`config.mk`:
```
export PLATFORM = sky130hd
export DESIGN_NAME = exdec_core
export DESIGN_NICKNAME = d
export VERILOG_FILES = /design/src/inc/exdec_pkg.sv /design/src/core/exdec_addr_gen.sv /design/src/core/exdec_core.sv
export SDC_FILE = /design/constraint.sdc
export NUM_CORES = 1
export LEC_CHECK = 0
export ABC_AREA = 1
export BUFFER_PORTS_ARGS = -buffer_cell sky130_fd_sc_hd__buf_2
export CAP_MARGIN = 20
export CORE_MARGIN = 5
export CORE_UTILIZATION = 56
export DETAILED_ROUTE_END_ITERATION = 16
export PLACE_DENSITY_LB_ADDON = 0.12
export SLEW_MARGIN = 25
export SYNTH_ARGS = -nofsm -noshare
export SYNTH_HDL_FRONTEND = slang
export SYNTH_SLANG_ARGS = --single-unit
```
`constraint.sdc`:
```
create_clock -name ref_clk -period 6.4 [get_ports ref_clk]
set_clock_uncertainty 0.1 [all_clocks]
set_input_delay 0.64 -clock ref_clk [delete_from_list [all_inputs] [get_ports ref_clk]]
set_output_delay 0.64 -clock ref_clk [all_outputs]
set_load 0.01 [all_outputs]
```
`src/inc/exdec_pkg.sv`:
```
// Package: constants, opcodes, states and carrier structs for the extension decoder
package exdec_pkg;

  // Opcode field values (first-word upper byte; second-word upper nibble; whole call word)
  localparam logic [7:0]  EXDEC_OP_ADD_PTR   = 8'h00_E8;
  localparam logic [7:0]  EXDEC_OP_SUB_PTR   = 8'h00_E9;
  localparam logic [7:0]  EXDEC_OP_PUSH_LIT  = 8'h00_EA;
  localparam logic [7:0]  EXDEC_OP_MOVE_IDX  = 8'h00_EB;
  localparam logic [3:0]  EXDEC_OP_SECOND_HI = 4'h0_F;
  localparam logic [15:0] EXDEC_OP_CALL_WORKING_REGISTER = 16'h0014;
  localparam logic [1:0]  EXDEC_SEL_FRAME    = 2'h3;
  localparam logic [1:0]  EXDEC_FRAME_IDX    = 2'h2;
  // Indexed literal offset window ends at this file address
  localparam logic [7:0]  EXDEC_IDX_LIMIT    = 8'h5F;
  // Return address is the call's address plus two bytes
  localparam logic [20:0] EXDEC_RET_STEP     = 21'h00_0002;
  localparam logic [11:0] EXDEC_PUSH_STEP    = 12'h001;
  localparam logic [7:0]  EXDEC_ZERO_BYTE    = 8'h00;
  // Indirect addressing registers live in this data address range
  localparam logic [11:0] EXDEC_INDF_LO      = 12'hFDF;
  localparam logic [11:0] EXDEC_INDF_HI      = 12'hFEF;

  // Sequencer states, one-hot
  typedef enum logic [3:0] {
    EXDEC_IDLE   = 4'b0001,
    EXDEC_RET    = 4'b0010,
    EXDEC_CALL   = 4'b0100,
    EXDEC_MOVE2  = 4'b1000
  } exdec_state_t;

  // Data memory write request
  typedef struct packed {
    logic        we;
    logic [11:0] addr;
    logic [7:0]  data;
  } exdec_dwr_t;

  // Program counter load request
  typedef struct packed {
    logic        push;
    logic [20:0] ret_addr;
    logic        load;
    logic [20:0] target;
  } exdec_pc_t;

endpackage

```
`src/core/exdec_addr_gen.sv`:
```
// Indexed address generator: frame pointer plus 7-bit offset, with indirect check
`timescale 1ns/100ps
module exdec_addr_gen
  import exdec_pkg::*;
(
  input  wire logic [11:0] base,
  input  wire logic [6:0]  offset,
  output logic      [11:0] addr,
  output logic             indirect
);
  // Sum wraps inside the 4096-byte data space
  always_comb begin
    addr     = 12'(base + {5'h00, offset});
    indirect = (addr >= EXDEC_INDF_LO) && (addr <= EXDEC_INDF_HI);
  end
endmodule

```
`src/core/exdec_core.sv`:
```
// Extension decode and execute block for the 8-bit core
`timescale 1ns/100ps
module exdec_core
  import exdec_pkg::*;
#(
  parameter int PTR_W = 12
)(
  input  wire logic             ref_clk,
  input  wire logic             rst_n,
  input  wire logic             ext_set_enable_cfg,     // Nonvolatile configuration bit
  input  wire logic             instr_valid,            // Fetched word valid this cycle
  input  wire logic [15:0]      instr_word,             // Fetched instruction word
  input  wire logic [20:0]      instr_addr,             // Address of the fetched word
  input  wire logic [7:0]       working_register,
  input  wire logic [7:0]       prog_counter_high_latch,
  input  wire logic [7:0]       prog_counter_upper_latch,
  input  wire logic [20:0]      return_stack_top,
  input  wire logic [PTR_W-1:0] ptr_in [3],             // Current pointer values
  input  wire logic [7:0]       dmem_rdata,             // Read data at dmem_raddr
  input  wire logic             std_access_bit,         // Access-bank bit of standard op
  input  wire logic [7:0]       std_file_addr,          // File field of standard op
  input  wire logic [3:0]       std_bank_sel,           // Bank select for banked access
  output logic      [PTR_W-1:0] ptr_out [3],            // Updated pointer values
  output logic      [2:0]       ptr_we,                 // Pointer write strobes
  output exdec_dwr_t            dmem_wr,                // Data memory write
  output logic      [11:0]      dmem_raddr,             // Data memory read address
  output exdec_pc_t             pc_ctl,                 // Program counter control
  output logic      [11:0]      std_eff_addr,           // Standard op effective address
  output logic                  ext_claim,              // Word taken as extension op
  output logic                  busy                    // Second cycle in progress
);

  ////////////////////////////////////////////////////////////////////////////
  // Decode
  exdec_state_t     state, next_state;
  logic             ext_on, next_ext_on;                // Latched enable
  logic [PTR_W-1:0] next_ptr [3];
  logic [2:0]       next_ptr_we;
  exdec_dwr_t       next_dmem_wr;
  logic [11:0]      next_dmem_raddr;
  exdec_pc_t        next_pc_ctl;
  logic [11:0]      next_std_eff_addr;
  logic             next_claim, next_busy;
  logic [7:0]       move_data, next_move_data;          // Byte read in second move cycle
  logic             move_ss, next_move_ss;              // Destination is indexed
  logic [11:0]      src_addr, dst_addr;
  logic             src_ind, dst_ind;
  logic             src_ind_q;                          // Source of the pending move is indirect
  logic [1:0]       sel;
  logic [5:0]       lit6;

  assign sel  = instr_word[7:6];
  assign lit6 = instr_word[5:0];

  // Source and destination use separate generators with the same inputs
  exdec_addr_gen u_src (
    .base     (ptr_in[EXDEC_FRAME_IDX]),
    .offset   (instr_word[6:0]),
    .addr     (src_addr),
    .indirect (src_ind)
  );
  exdec_addr_gen u_dst (
    .base     (ptr_in[EXDEC_FRAME_IDX]),
    .offset   (instr_word[6:0]),
    .addr     (dst_addr),
    .indirect (dst_ind)
  );

  ////////////////////////////////////////////////////////////////////////////
  // Next-state logic
  always_comb begin
    next_state        = state;
    // Enable only follows the configuration bit, never a software write
    next_ext_on       = ext_set_enable_cfg;
    next_ptr          = ptr_out;
    next_ptr_we       = '0;
    next_dmem_wr      = '0;
    next_dmem_raddr   = dmem_raddr;
    next_pc_ctl       = '0;
    next_claim        = 1'b0;
    next_busy         = 1'b0;
    next_move_data    = move_data;
    next_move_ss      = move_ss;
    // Standard addressing: access bank splits low RAM and high SFRs
    if (!std_access_bit) begin
      next_std_eff_addr = (std_file_addr > EXDEC_IDX_LIMIT) ?
                          {4'hF, std_file_addr} : {4'h0, std_file_addr};
      if (ext_on && std_file_addr <= EXDEC_IDX_LIMIT) begin
        // Frame-relative window replaces the low access bank
        next_std_eff_addr = 12'(ptr_in[EXDEC_FRAME_IDX] + {4'h0, std_file_addr});
      end
    end else begin
      next_std_eff_addr = {std_bank_sel, std_file_addr};
    end
    case (state)
      EXDEC_IDLE: begin
        // Nothing decodes here while disabled; the standard decoder owns it
        if (instr_valid && ext_on) begin
          if (instr_word[15:8] == EXDEC_OP_ADD_PTR) begin
            next_claim = 1'b1;
            if (sel == EXDEC_SEL_FRAME) begin
              next_ptr[EXDEC_FRAME_IDX] = ptr_in[EXDEC_FRAME_IDX] + PTR_W'(lit6);
              next_ptr_we[EXDEC_FRAME_IDX] = 1'b1;
              next_state = EXDEC_RET;
            end else begin
              // Zero-extended literal, status untouched
              next_ptr[sel]    = ptr_in[sel] + PTR_W'(lit6);
              next_ptr_we[sel] = 1'b1;
            end
          end else if (instr_word[15:8] == EXDEC_OP_SUB_PTR) begin
            next_claim = 1'b1;
            if (sel == EXDEC_SEL_FRAME) begin
              next_ptr[EXDEC_FRAME_IDX] = ptr_in[EXDEC_FRAME_IDX] - PTR_W'(lit6);
              next_ptr_we[EXDEC_FRAME_IDX] = 1'b1;
              next_state = EXDEC_RET;
            end else begin
              next_ptr[sel]    = ptr_in[sel] - PTR_W'(lit6);
              next_ptr_we[sel] = 1'b1;
            end
          end else if (instr_word[15:8] == EXDEC_OP_PUSH_LIT) begin
            next_claim = 1'b1;
            // Write at the old pointer, then step it down
            next_dmem_wr.we   = 1'b1;
            next_dmem_wr.addr = 12'(ptr_in[EXDEC_FRAME_IDX]);
            next_dmem_wr.data = instr_word[7:0];
            next_ptr[EXDEC_FRAME_IDX]    = ptr_in[EXDEC_FRAME_IDX] - PTR_W'(EXDEC_PUSH_STEP);
            next_ptr_we[EXDEC_FRAME_IDX] = 1'b1;
          end else if (instr_word == EXDEC_OP_CALL_WORKING_REGISTER) begin
            next_claim = 1'b1;
            next_pc_ctl.push     = 1'b1;
            next_pc_ctl.ret_addr = instr_addr + EXDEC_RET_STEP;
            next_pc_ctl.load     = 1'b1;
            next_pc_ctl.target   = {prog_counter_upper_latch[4:0],
                                    prog_counter_high_latch, working_register};
            next_state = EXDEC_CALL;
          end else if (instr_word[15:8] == EXDEC_OP_MOVE_IDX) begin
            next_claim      = 1'b1;
            next_move_ss    = instr_word[7];
            next_dmem_raddr = src_addr;
            next_state      = EXDEC_MOVE2;
          end
        end
      end
      EXDEC_RET: begin
        // Second cycle loads the program counter from the return stack top
        next_busy          = 1'b1;
        next_pc_ctl.load   = 1'b1;
        next_pc_ctl.target = return_stack_top;
        next_state         = EXDEC_IDLE;
      end
      EXDEC_CALL: begin
        next_busy  = 1'b1;
        next_state = EXDEC_IDLE;
      end
      EXDEC_MOVE2: begin
        next_busy = 1'b1;
        // Indirect source would trigger a side effect; hand back zero instead
        next_move_data = src_ind_q ? EXDEC_ZERO_BYTE : dmem_rdata;
        if (instr_valid && instr_word[15:12] == EXDEC_OP_SECOND_HI) begin
          next_dmem_wr.data = src_ind_q ? EXDEC_ZERO_BYTE : dmem_rdata;
          if (move_ss) begin
            next_dmem_wr.addr = dst_addr;
            next_dmem_wr.we   = !dst_ind;
          end else begin
            next_dmem_wr.addr = instr_word[11:0];
            next_dmem_wr.we   = 1'b1;
          end
          next_state = EXDEC_IDLE;
        end
      end
      default: next_state = EXDEC_IDLE;
    endcase
  end

  ////////////////////////////////////////////////////////////////////////////
  // Registers; reset forces the extension off

  always_ff @(posedge ref_clk) begin
    if (!rst_n) begin
      state        <= EXDEC_IDLE;
      ext_on       <= 1'b0;
      ptr_out      <= '{default: '0};
      ptr_we       <= '0;
      dmem_wr      <= '0;
      dmem_raddr   <= '0;
      pc_ctl       <= '0;
      std_eff_addr <= '0;
      ext_claim    <= 1'b0;
      busy         <= 1'b0;
      move_data    <= '0;
      move_ss      <= 1'b0;
      src_ind_q    <= 1'b0;
    end else begin
      state        <= next_state;
      ext_on       <= next_ext_on;
      ptr_out      <= next_ptr;
      ptr_we       <= next_ptr_we;
      dmem_wr      <= next_dmem_wr;
      dmem_raddr   <= next_dmem_raddr;
      pc_ctl       <= next_pc_ctl;
      std_eff_addr <= next_std_eff_addr;
      ext_claim    <= next_claim;
      busy         <= next_busy;
      move_data    <= next_move_data;
      move_ss      <= next_move_ss;
      // Remember whether the source just addressed is indirect
      src_ind_q    <= (state == EXDEC_IDLE) ? src_ind : src_ind_q;
    end
  end

endmodule

```
==> results of run 1 <==
==> through the flow <==
stage	instance area [sq um]	utilization
2_1_floorplan	8660	-
3_3_place_gp	10000	0.659
3_5_place_dp	10000	0.659
4_1_cts	10600	0.697
5_1_grt	10600	0.697
6_report	10600	0.697
==> worst max-delay path: cells and delay by family <==
kind	cells	cell delay, ps
simple gates	10	1440
compound gates	2	1020
fa+ha+maj	1	390
buf+inv	4	960
==> area by class of cell <==
class	instances	area (sq um)
clock buffer	21	460
multi-input combinational	921	5050
tap	188	235
fill	1356	4600
timing repair buffer	274	1380
sequential	137	2740
clock inverter	8	123
inverter	160	604
==> flip-flops by register name (all words and copies together), names as in the netlist <==
name	flops
busy	1
dmem_raddr	12
dmem_wr	21
ext_claim	1
ext_on	1
move_ss	1
pc_ctl	44
ptr_out	36
ptr_we	3
src_ind_q	1
state	4
std_eff_addr	12
==> report_power, final <==
| group | switching, uW | leakage [uW] | internal, uW | total (uW) |
|---|---|---|---|---|
| sequential | 6.41 | 0.00111 | 865 | 871 |
| clock | 361 | 0.000277 | 625 | 985 |
| combinational | 356 | 0.00389 | 154 | 510 |
| total | 723 | 0.00528 | 1640 | 2370 |
==> synthesized netlist by cell type (2+ instances only) <==
| master | count |
|---|---|
| nand2_2 | 8 |
| a31oi_1 | 8 |
| nor2_1 | 93 |
| o211ai_1 | 32 |
| nor2_2 | 13 |
| nand4_2 | 2 |
| o21a_1 | 3 |
| clkbuf_1 | 26 |
| inv_2 | 11 |
| nand3_4 | 2 |
| o21bai_1 | 6 |
| or2_2 | 5 |
| o2111ai_1 | 2 |
| nand3_2 | 5 |
| a22oi_1 | 8 |
| xor2_1 | 17 |
| buf_6 | 4 |
| buf_4 | 5 |
| nor3_2 | 5 |
| nor3_1 | 19 |
| o21ai_1 | 8 |
| xnor2_1 | 6 |
| fa_1 | 5 |
| a221oi_1 | 4 |
| dfxtp_1 | 137 |
| nor2_4 | 10 |
| ha_1 | 36 |
| o21ai_0 | 77 |
| buf_2 | 17 |
| a21oi_1 | 116 |
| nand4_1 | 15 |
| nand2_1 | 285 |
| clkinv_1 | 2 |
| o221ai_1 | 8 |
| inv_1 | 145 |
| o21ai_2 | 3 |
| nor4_1 | 4 |
| a211oi_1 | 6 |
| nand3_1 | 94 |
| o22ai_1 | 4 |
==> final timing paths <==
path                 startpoint       endpoint  cells after the start
max               instr_word[7]    ptr_out[11]                     17
min          ext_set_enable_cfg         ext_on                      3
max reg2reg            state[3]     dmem_wr[1]                      8
min reg2reg       dmem_raddr[1]  dmem_raddr[1]                      2
==> kinds of logic after synthesis <==
| logic type | count (synthesis) | share of synthesized area |
|---|---|---|
| adder cells (fa/ha/maj) | 41 | 0.0635 |
| flip-flops | 137 | 0.317 |
| AO/OA/AOI/OAI | 291 | 0.196 |
| AND/OR/NAND/NOR | 566 | 0.299 |
| XOR/XNOR | 23 | 0.0233 |
| buffers and inverters | 213 | 0.101 |
==> per-layer routing <==
metal,share of wire,track usage,vias up,wire [um]
met5,0,0,-,0
li1,-,-,4710,-
met4,0.045,0.156,0,1400
met1,0.40,0.429,4460,12500
met2,0.45,0.529,561,14000
met3,0.097,0.0840,98,3010
==> flow_metrics.env, run 1 <==
export IMPL_synthesis_nets=1455
export IMPL_finalSetupTns_ps=0
export IMPL_die_h_um=134
export IMPL_clock_latency_ps=420
export IMPL_rsz0062_at_grt="no"
export IMPL_cp_slowest_stage_delay_ps=820
export IMPL_cts_root_buf="clkbuf_16"
export IMPL_dp_hpwl_mm=23.5
export IMPL_cts_buffers=17
export IMPL_syn_inst=1271
export IMPL_path_class="input pin to register"
export IMPL_critical_path_max_fanout=16
export IMPL_setup_ws_ps=2180
export IMPL_ys_warn_count=0
export IMPL_clk_pin_slew_worst_paths_ps=60
export IMPL_synth_edf_count=0
export IMPL_die_w_um=134
export IMPL_grt_overflow=0
export IMPL_synth_seq_area_share=0.317
export IMPL_diodes=0
export IMPL_layout_common_cells="285 x nand2_1, 269 x buf_2, 145 x inv_1, 137 x dfxtp_1, 116 x a21oi_1"
export IMPL_wl_per_cell_um=18.1
export IMPL_port_buffers=269
export IMPL_clock_path_buffers=2
export IMPL_via_per_inst=5.75
export IMPL_layout_commonest_cell="nand2_1"
export IMPL_maxSlewViolCount=0
export IMPL_grt_pass1_wl_mm=47.9
export IMPL_grt_total_usage=0.335
export IMPL_syn_avg_cell_area_sq_um=6.82
export IMPL_syn_area_sq_um=8660
export IMPL_async_flop_share=0
export IMPL_ir_worst_vdd_uv=217
export IMPL_total_power_uw=2370
export IMPL_fin_cells=1709
export IMPL_antenna_left=0
export IMPL_hold_class="input pin to register"
export IMPL_dr_pass1_iters=6
export IMPL_end_kind="register"
export IMPL_period_needed_ps=4220
export IMPL_htreeDepth=4
export IMPL_synth_top_area_cell="dfxtp_1"
export IMPL_crit_chain="buf_2 -> inv_2 -> nor2_4 -> inv_1 -> o21ai_0 -> ha_1 -> inv_1 -> nand4_1 -> nand3_1 -> nand2_1 -> nand2_1 -> nand3_1 -> nand2_1 -> nand3_1 -> nand3_1 -> nand3_1 -> a21oi_1"
export IMPL_start_util=0.570
export IMPL_drtIter0Drc=938
export IMPL_status="finished clean"
export IMPL_cts_tree="yes"
export IMPL_worstMarginPinSlew_ps=979
export IMPL_cp_arrival_ps=4450
export IMPL_rrSetupSlack_ps=3780
export IMPL_placed_cells=1680
export IMPL_areaGrowthSynthToFinish_pct=22.4
export IMPL_worstPathRequired_ps=6630
export IMPL_cts_num_sinks=137
export IMPL_drc=0
export IMPL_io_pin_count=273
export IMPL_ys_types=55
export IMPL_grt_pass1_vias=9118
export IMPL_period_share=0.659
export IMPL_place_ws_ps=1960
export IMPL_synth_seq_cells=137
export IMPL_final_hold_viol_count=0
export IMPL_setup_violations=0
export IMPL_slew_headroom=0.347
export IMPL_max_freq_ghz=0.237
export IMPL_worst_hold_slack_ps=311
export IMPL_rows=45
export IMPL_grt_max_degree=55
export IMPL_ys_flop_type="dfxtp_1"
export IMPL_worst_path_max_delay_cell="o21ai_0"
export IMPL_nNetsFinal=1695
export IMPL_cap_violations=0
export IMPL_routabilityCongestion=1.01
export IMPL_fp_coreArea_sq_um=15200
export IMPL_die_area_sq_um=18100
export IMPL_routed_wl_mm=30.9
export IMPL_hold_buffers=0
export IMPL_power_leakage_uw=0.00528
export IMPL_p_per_area_nw_per_um2=223
export IMPL_vias=9829
export IMPL_cts_resized=0
export IMPL_drive_gt1_frac=0.245
export IMPL_cts_setup_buffers=0
export IMPL_synth_top_area_frac=0.317
export IMPL_critical_path_most_common_cell="nand3_1"
export IMPL_yosys_top_cells_area="dfxtp_1 32%, nand2_1 12%, a21oi_1 6.7%"
export IMPL_antenna_found_initial=0
export IMPL_worst_setup_path_start_kind="input pin"
Power figures use the tool's default switching activity.
==> run 2: changes to the inputs <==
ABC_AREA = 0   (was 1)
CORE_UTILIZATION = 46   (was 56)
clock period = 3.5 ns   (was 6.4 ns; I/O delays follow)
==> run 2 against run 1 <==
  * Die area rose by 13%
  * Critical path depth is 3 lower
  * Via count decreased by 15%
  * Cell area fell by 2.0%
  * Global-route usage fell by 7.1 points
  * Sequential share of layout area grew 0.54 points
==> flow_metrics.env, run 2 <==
export IMPL_final_hold_viol_count=0
export IMPL_die_area_sq_um=20300
export IMPL_power_leakage_uw=0.00503
export IMPL_cts_root_buf="clkbuf_16"
export IMPL_fp_coreArea_sq_um=17300
export IMPL_synth_seq_cells=137
export IMPL_via_per_inst=5.55
export IMPL_end_kind="register"
export IMPL_drc=0
export IMPL_grt_pass1_vias=7759
export IMPL_reg2reg_depth=8
export IMPL_timing_critical_path_from="instr_word[6]"
export IMPL_wl_per_cell_um=18.7
export IMPL_routabilityCongestion=0.943
export IMPL_io_pin_count=273
export IMPL_worstMarginPinSlew_ps=819
export IMPL_cts_num_sinks=137
export IMPL_clock_path_buffers=2
export IMPL_die_w_um=143
export IMPL_synth_top_area_cell="dfxtp_1"
export IMPL_critPathCapture="ptr_out[20]"
export IMPL_setup_ws_ps=537
export IMPL_dr_pass1_iters=6
export IMPL_cp_slowest_stage_delay_ps=440
export IMPL_crit_chain="buf_2 -> mux2i_1 -> nor2_1 -> a21oi_1 -> ha_1 -> inv_1 -> fa_1 -> a21o_1 -> a21oi_1 -> o21ai_0 -> nor3_1 -> xor2_1 -> a22oi_1 -> a21oi_1"
export IMPL_ys_flop_type="dfxtp_1"
export IMPL_routed_wl_mm=28.0
export IMPL_dp_hpwl_mm=21.3
export IMPL_synth_most_common_cell="dfxtp_1"
export IMPL_slew_headroom=0.453
export IMPL_port_buffers=269
export IMPL_critical_path_most_common_cell="a21oi_1"
export IMPL_drive_gt1_frac=0.286
export IMPL_status="finished clean"
export IMPL_vias=8307
export IMPL_antenna_left=0
export IMPL_finalSetupTns_ps=0
export IMPL_num_fill_cells=1614
export IMPL_synth_edf_count=0
export IMPL_htreeDepth=4
export IMPL_path_delay_family="compound AO/OA/AOI/OAI gates"
export IMPL_cap_violations=0
export IMPL_largest_reg_flops=44
export IMPL_nNetsFinal=1442
export IMPL_path_class="input pin to register"
export IMPL_areaGrowthSynthToFinish_pct=28.4
export IMPL_synth_top_area_frac=0.339
export IMPL_rrSetupSlack_ps=820
export IMPL_drtIter0Drc=673
export IMPL_synthesis_nets=1173
export IMPL_r2r_start="state[3]"
export IMPL_largest_register="pc_ctl"
export IMPL_reg_top3="pc_ctl (44), ptr_out (36), dmem_wr (21)"
export IMPL_die_h_um=143
export IMPL_worst_path_max_delay_cell="fa_1"
export IMPL_register_area_sq_um=2740
export IMPL_p_per_area_nw_per_um2=432
export IMPL_synth_seq_area_share=0.339
export IMPL_worst_hold_slack_ps=30.2
export IMPL_cts_setup_buffers=0
export IMPL_hold_class="input pin to register"
export IMPL_grt_pass1_wl_mm=42.4
export IMPL_worstPathRequired_ps=3750
export IMPL_worstPathBufferInverterCount=2
export IMPL_critical_path_max_fanout=11
export IMPL_cts_buffers=17
export IMPL_period_needed_ps=2960
export IMPL_hold_depth=2
export IMPL_multi_input_area_sq_um=4980
export IMPL_syn_avg_cell_area_sq_um=8.18
export IMPL_cts_tree="yes"
export IMPL_rows=48
export IMPL_grt_total_usage=0.264
export IMPL_ys_warn_count=0
export IMPL_syn_area_sq_um=8090
export IMPL_setup_violations=0
export IMPL_grt_overflow=0
export IMPL_layout_commonest_cell="buf_2"
export IMPL_reg2reg_to="ptr_out[23]"
export IMPL_syn_inst=989
export IMPL_worst_setup_path_start_kind="input pin"
export IMPL_ir_worst_vdd_uv=331
export IMPL_yosys_top_cells_area="dfxtp_1 34%, ha_1 5.6%, nor2_1 5.6%"
export IMPL_cp_arrival_ps=3220
export IMPL_hold_buffers=0
export IMPL_start_util=0.468
export IMPL_antenna_found_initial=1
export IMPL_grt_max_degree=43
export IMPL_cts_resized=0
export IMPL_synthTopCellsByCount="137 x dfxtp_1, 120 x nor2_1, 84 x nand2_1"
export IMPL_max_freq_ghz=0.338
export IMPL_clk_pin_slew_worst_paths_ps=70
export IMPL_ys_types=71
export IMPL_rsz0062_at_grt="no"
export IMPL_clock_latency_ps=420
export IMPL_fin_cells=1497
export IMPL_maxSlewViolCount=0
export IMPL_place_ws_ps=139
export IMPL_cp_depth=14
export IMPL_placed_cells=1464
export IMPL_layout_common_cells="269 x buf_2, 137 x dfxtp_1, 120 x nor2_1, 84 x nand2_1, 61 x a21oi_1"
export IMPL_period_share=0.846
export IMPL_async_flop_share=0
run 2: worst min-delay path by stage:
stage                             start          to  slack (ps)
final                     instr_addr[1]  pc_ctl[23]          30
after global routing      instr_addr[1]  pc_ctl[23]          40
after floorplan           instr_addr[1]  pc_ctl[23]         320
after global placement        src_ind_q   src_ind_q         350
after CTS                 instr_addr[1]  pc_ctl[23]          20
after detailed placement      src_ind_q   src_ind_q         370
run 2: cells by family (layout without fill, tap and decap cells):
logic type	count (synthesis)	count (layout)	synth area share
AO/OA/AOI/OAI	278	278	0.232
flip-flops	137	137	0.339
XOR/XNOR	72	72	0.0780
adder cells (fa/ha/maj)	41	41	0.0681
AND/OR/NAND/NOR	344	344	0.206
buffers and inverters	93	375	0.0460
other	0	1	0
multiplexers	24	24	0.0314
run 2: layout make-up:
cell class                 instances  area share
inverter                          32      0.0116
antenna                            1    0.000241
tap                              225      0.0271
timing repair buffer             311       0.160
clock inverter                    14      0.0153
sequential                       137       0.264
clock buffer                      18      0.0423
multi-input combinational        759       0.479
run 2: stage by stage:
stage	total power, uW	cell area, sq um	util
finish	4480	10400	0.600
global route	4680	10400	0.600
CTS	4500	10400	0.600
detailed placement	2660	9780	0.566
global placement	2650	9780	0.566
floorplan	2280	8100	-
run 2: power by group:
group / internal [uW] / switching, uW / total [uW]
clock: 1090 / 750 / 1840
combinational: 408 / 627 / 1040
sequential: 1590 / 27.1 / 1610
run 2: metal layers:
metal	GRT usage	wire length, um
met5	0	0
met4	0.0970	894
met3	0.0615	2570
met2	0.410	12600
met1	0.358	11900
==> run 3: changes to the inputs <==
CORE_UTILIZATION = 51   (was 46)
clock period = 3 ns   (was 3.5 ns; I/O delays follow)
==> run 3 against run 2 <==
  * Die area decreased by 9.1%
  * Register-to-register slack got worse by 290 ps
  * Critical path type unchanged
  * Final cell count increased by 1.3%
  * Sequential cell count unchanged
  * Via count increased by 2.7%
==> flow_metrics.env, run 3 (synthesis results as in run 2) <==
export IMPL_status="finished clean"
export IMPL_critical_path_max_fanout=11
export IMPL_setup_violations=0
export IMPL_io_pin_count=273
export IMPL_cp_arrival_ps=2910
export IMPL_drive_gt1_frac=0.311
export IMPL_finalSetupTns_ps=0
export IMPL_nNetsFinal=1471
export IMPL_grt_max_degree=49
export IMPL_cts_tree="yes"
export IMPL_port_buffers=269
export IMPL_p_sw_frac=0.327
export IMPL_wl_per_cell_um=18.6
export IMPL_layout_common_cells="269 x buf_2, 137 x dfxtp_1, 120 x nor2_1, 84 x nand2_1, 67 x buf_4"
export IMPL_pwr_share_seq=0.352
export IMPL_die_w_um=136
export IMPL_worst_hold_slack_ps=11.9
export IMPL_period_needed_ps=2700
export IMPL_reg2reg_depth=9
export IMPL_cts_resized=0
export IMPL_rsz0062_at_grt="no"
export IMPL_via_per_inst=5.63
export IMPL_rrSetupSlack_ps=530
export IMPL_largest_register="pc_ctl"
export IMPL_grt_total_usage=0.294
export IMPL_rows=46
export IMPL_final_area_sq_um=10700
export IMPL_vias=8532
export IMPL_path_delay_family="compound AO/OA/AOI/OAI gates"
export IMPL_fp_coreArea_sq_um=15700
export IMPL_clk_pin_slew_worst_paths_ps=70
export IMPL_hold_buffers=3
export IMPL_cp_depth=14
export IMPL_cts_root_buf="clkbuf_16"
export IMPL_power_share_clock=0.403
export IMPL_clock_latency_ps=430
export IMPL_clock_path_buffers=2
export IMPL_drtIter0Drc=860
export IMPL_cts_num_sinks=137
export IMPL_antenna_found_initial=0
export IMPL_combPwrFrac=0.245
export IMPL_worstMarginPinSlew_ps=810
export IMPL_cts_buffers=17
export IMPL_final_hold_viol_count=0
export IMPL_grt_overflow=0
export IMPL_grt_pass1_wl_mm=42.3
export IMPL_dr_pass1_iters=5
export IMPL_worstPathRequired_ps=3210
export IMPL_htreeDepth=4
export IMPL_dp_hpwl_mm=21.4
export IMPL_end_kind="register"
export IMPL_worstPathBufferInverterCount=2
export IMPL_timing_critical_path_from="instr_word[6]"
export IMPL_place_ws_ps=-72.4
export IMPL_internal_power_uw=3590
export IMPL_fin_cells=1516
export IMPL_p_sw_uw=1750
export IMPL_p_per_area_nw_per_um2=500
export IMPL_largest_reg_flops=44
export IMPL_die_h_um=136
export IMPL_power_leakage_uw=0.00518
export IMPL_routabilityCongestion=0.954
export IMPL_worst_path_max_delay_cell="fa_2"
export IMPL_crit_chain="buf_2 -> mux2i_1 -> nor2_1 -> a21oi_1 -> ha_2 -> inv_2 -> fa_2 -> a21o_1 -> a21oi_2 -> o21ai_2 -> nor2_1 -> xnor2_1 -> a311oi_1 -> o31ai_1"
export IMPL_placed_cells=1481
export IMPL_critical_path_most_common_cell="nor2_1"
export IMPL_cp_slowest_stage_delay_ps=420
export IMPL_reg2reg_to="ptr_out[6]"
export IMPL_max_freq_ghz=0.371
export IMPL_period_share=0.898
export IMPL_start_util=0.515
export IMPL_hold_class="input pin to register"
export IMPL_die_area_sq_um=18500
export IMPL_routed_wl_mm=28.2
export IMPL_ir_worst_vdd_uv=374
export IMPL_drc=0
export IMPL_r2r_start="state[3]"
export IMPL_antenna_left=0
export IMPL_cts_setup_buffers=0
export IMPL_grt_pass1_vias=7827
export IMPL_critPathCapture="ptr_out[10]"
export IMPL_setup_ws_ps=305
export IMPL_dpl_cell_area_sq_um=10000
export IMPL_worst_setup_path_start_kind="input pin"
export IMPL_layout_commonest_cell="buf_2"
export IMPL_slew_headroom=0.459
export IMPL_reg_top3="pc_ctl (44), ptr_out (36), dmem_wr (21)"
export IMPL_areaGrowthSynthToFinish_pct=32.0
export IMPL_cap_violations=0
export IMPL_path_class="input pin to register"
export IMPL_diodes=0
export IMPL_maxSlewViolCount=0
## run 3: cell count changes in the layout (fill, tap and decap cells not counted), moves of 3 or more
| cell | change |
|---|---|
| buf_4 | +25 |
| inv_6 | -4 |
| inv_8 | +4 |
| o21ai_0 | -4 |
| a21oi_1 | -3 |
| a21oi_2 | +3 |
| clkinv_4 | +3 |
| dlygate4sd3_1 | +3 |
## run 3: cell type report
type	count	area, sq um
Sequential cell	137	2740
Clock inverter	15	180
Clock buffer	17	425
Timing Repair Buffer	340	1900
Fill cell	1367	5040
Tap cell	216	270
Multi-Input combinational cell	759	5030
Inverter	32	120
## run 3: metal layers
metal	wire, um	vias to the layer above	GRT usage
met5	0	-	0
met3	2340	63	0.0540
met4	807	0	0.109
li1	-	4123	-
met1	12000	3949	0.393
met2	13100	397	0.475
## run 3: power by group through the flow
| stage | combinational (uW) | clock (uW) | sequential (uW) |
|---|---|---|---|
| 2_1_floorplan | 770 | 0 | 1920 |
| 3_3_place_gp | 1270 | 0 | 1920 |
| 3_5_place_dp | 1270 | 0 | 1920 |
| 4_1_cts | 1280 | 2170 | 1880 |
| 5_1_grt | 1410 | 2250 | 1880 |
| 6_report | 1310 | 2150 | 1880 |
## run 3: worst min path at each step
stage / start / cells after the start / to
3_3_place_gp: ptr_out[6] / 2 / ptr_out[6]
6_report: return_stack_top[15] / 3 / pc_ctl[15]
2_1_floorplan: instr_addr[1] / 1 / pc_ctl[23]
4_1_cts: return_stack_top[20] / 3 / pc_ctl[20]
3_5_place_dp: ptr_out[6] / 2 / ptr_out[6]
5_1_grt: return_stack_top[18] / 3 / pc_ctl[18]
## run 3: tightest hold or removal path: stages
cell	delay [ps]
buf_2	80
a22oi_1	50
nor2_1	70
## run 3: stage by stage
step           power [uW]   util
4_1_cts              5330  0.679
3_5_place_dp         3190  0.639
3_3_place_gp         3190  0.639
6_report             5340  0.679
2_1_floorplan        2690      -
5_1_grt              5540  0.679
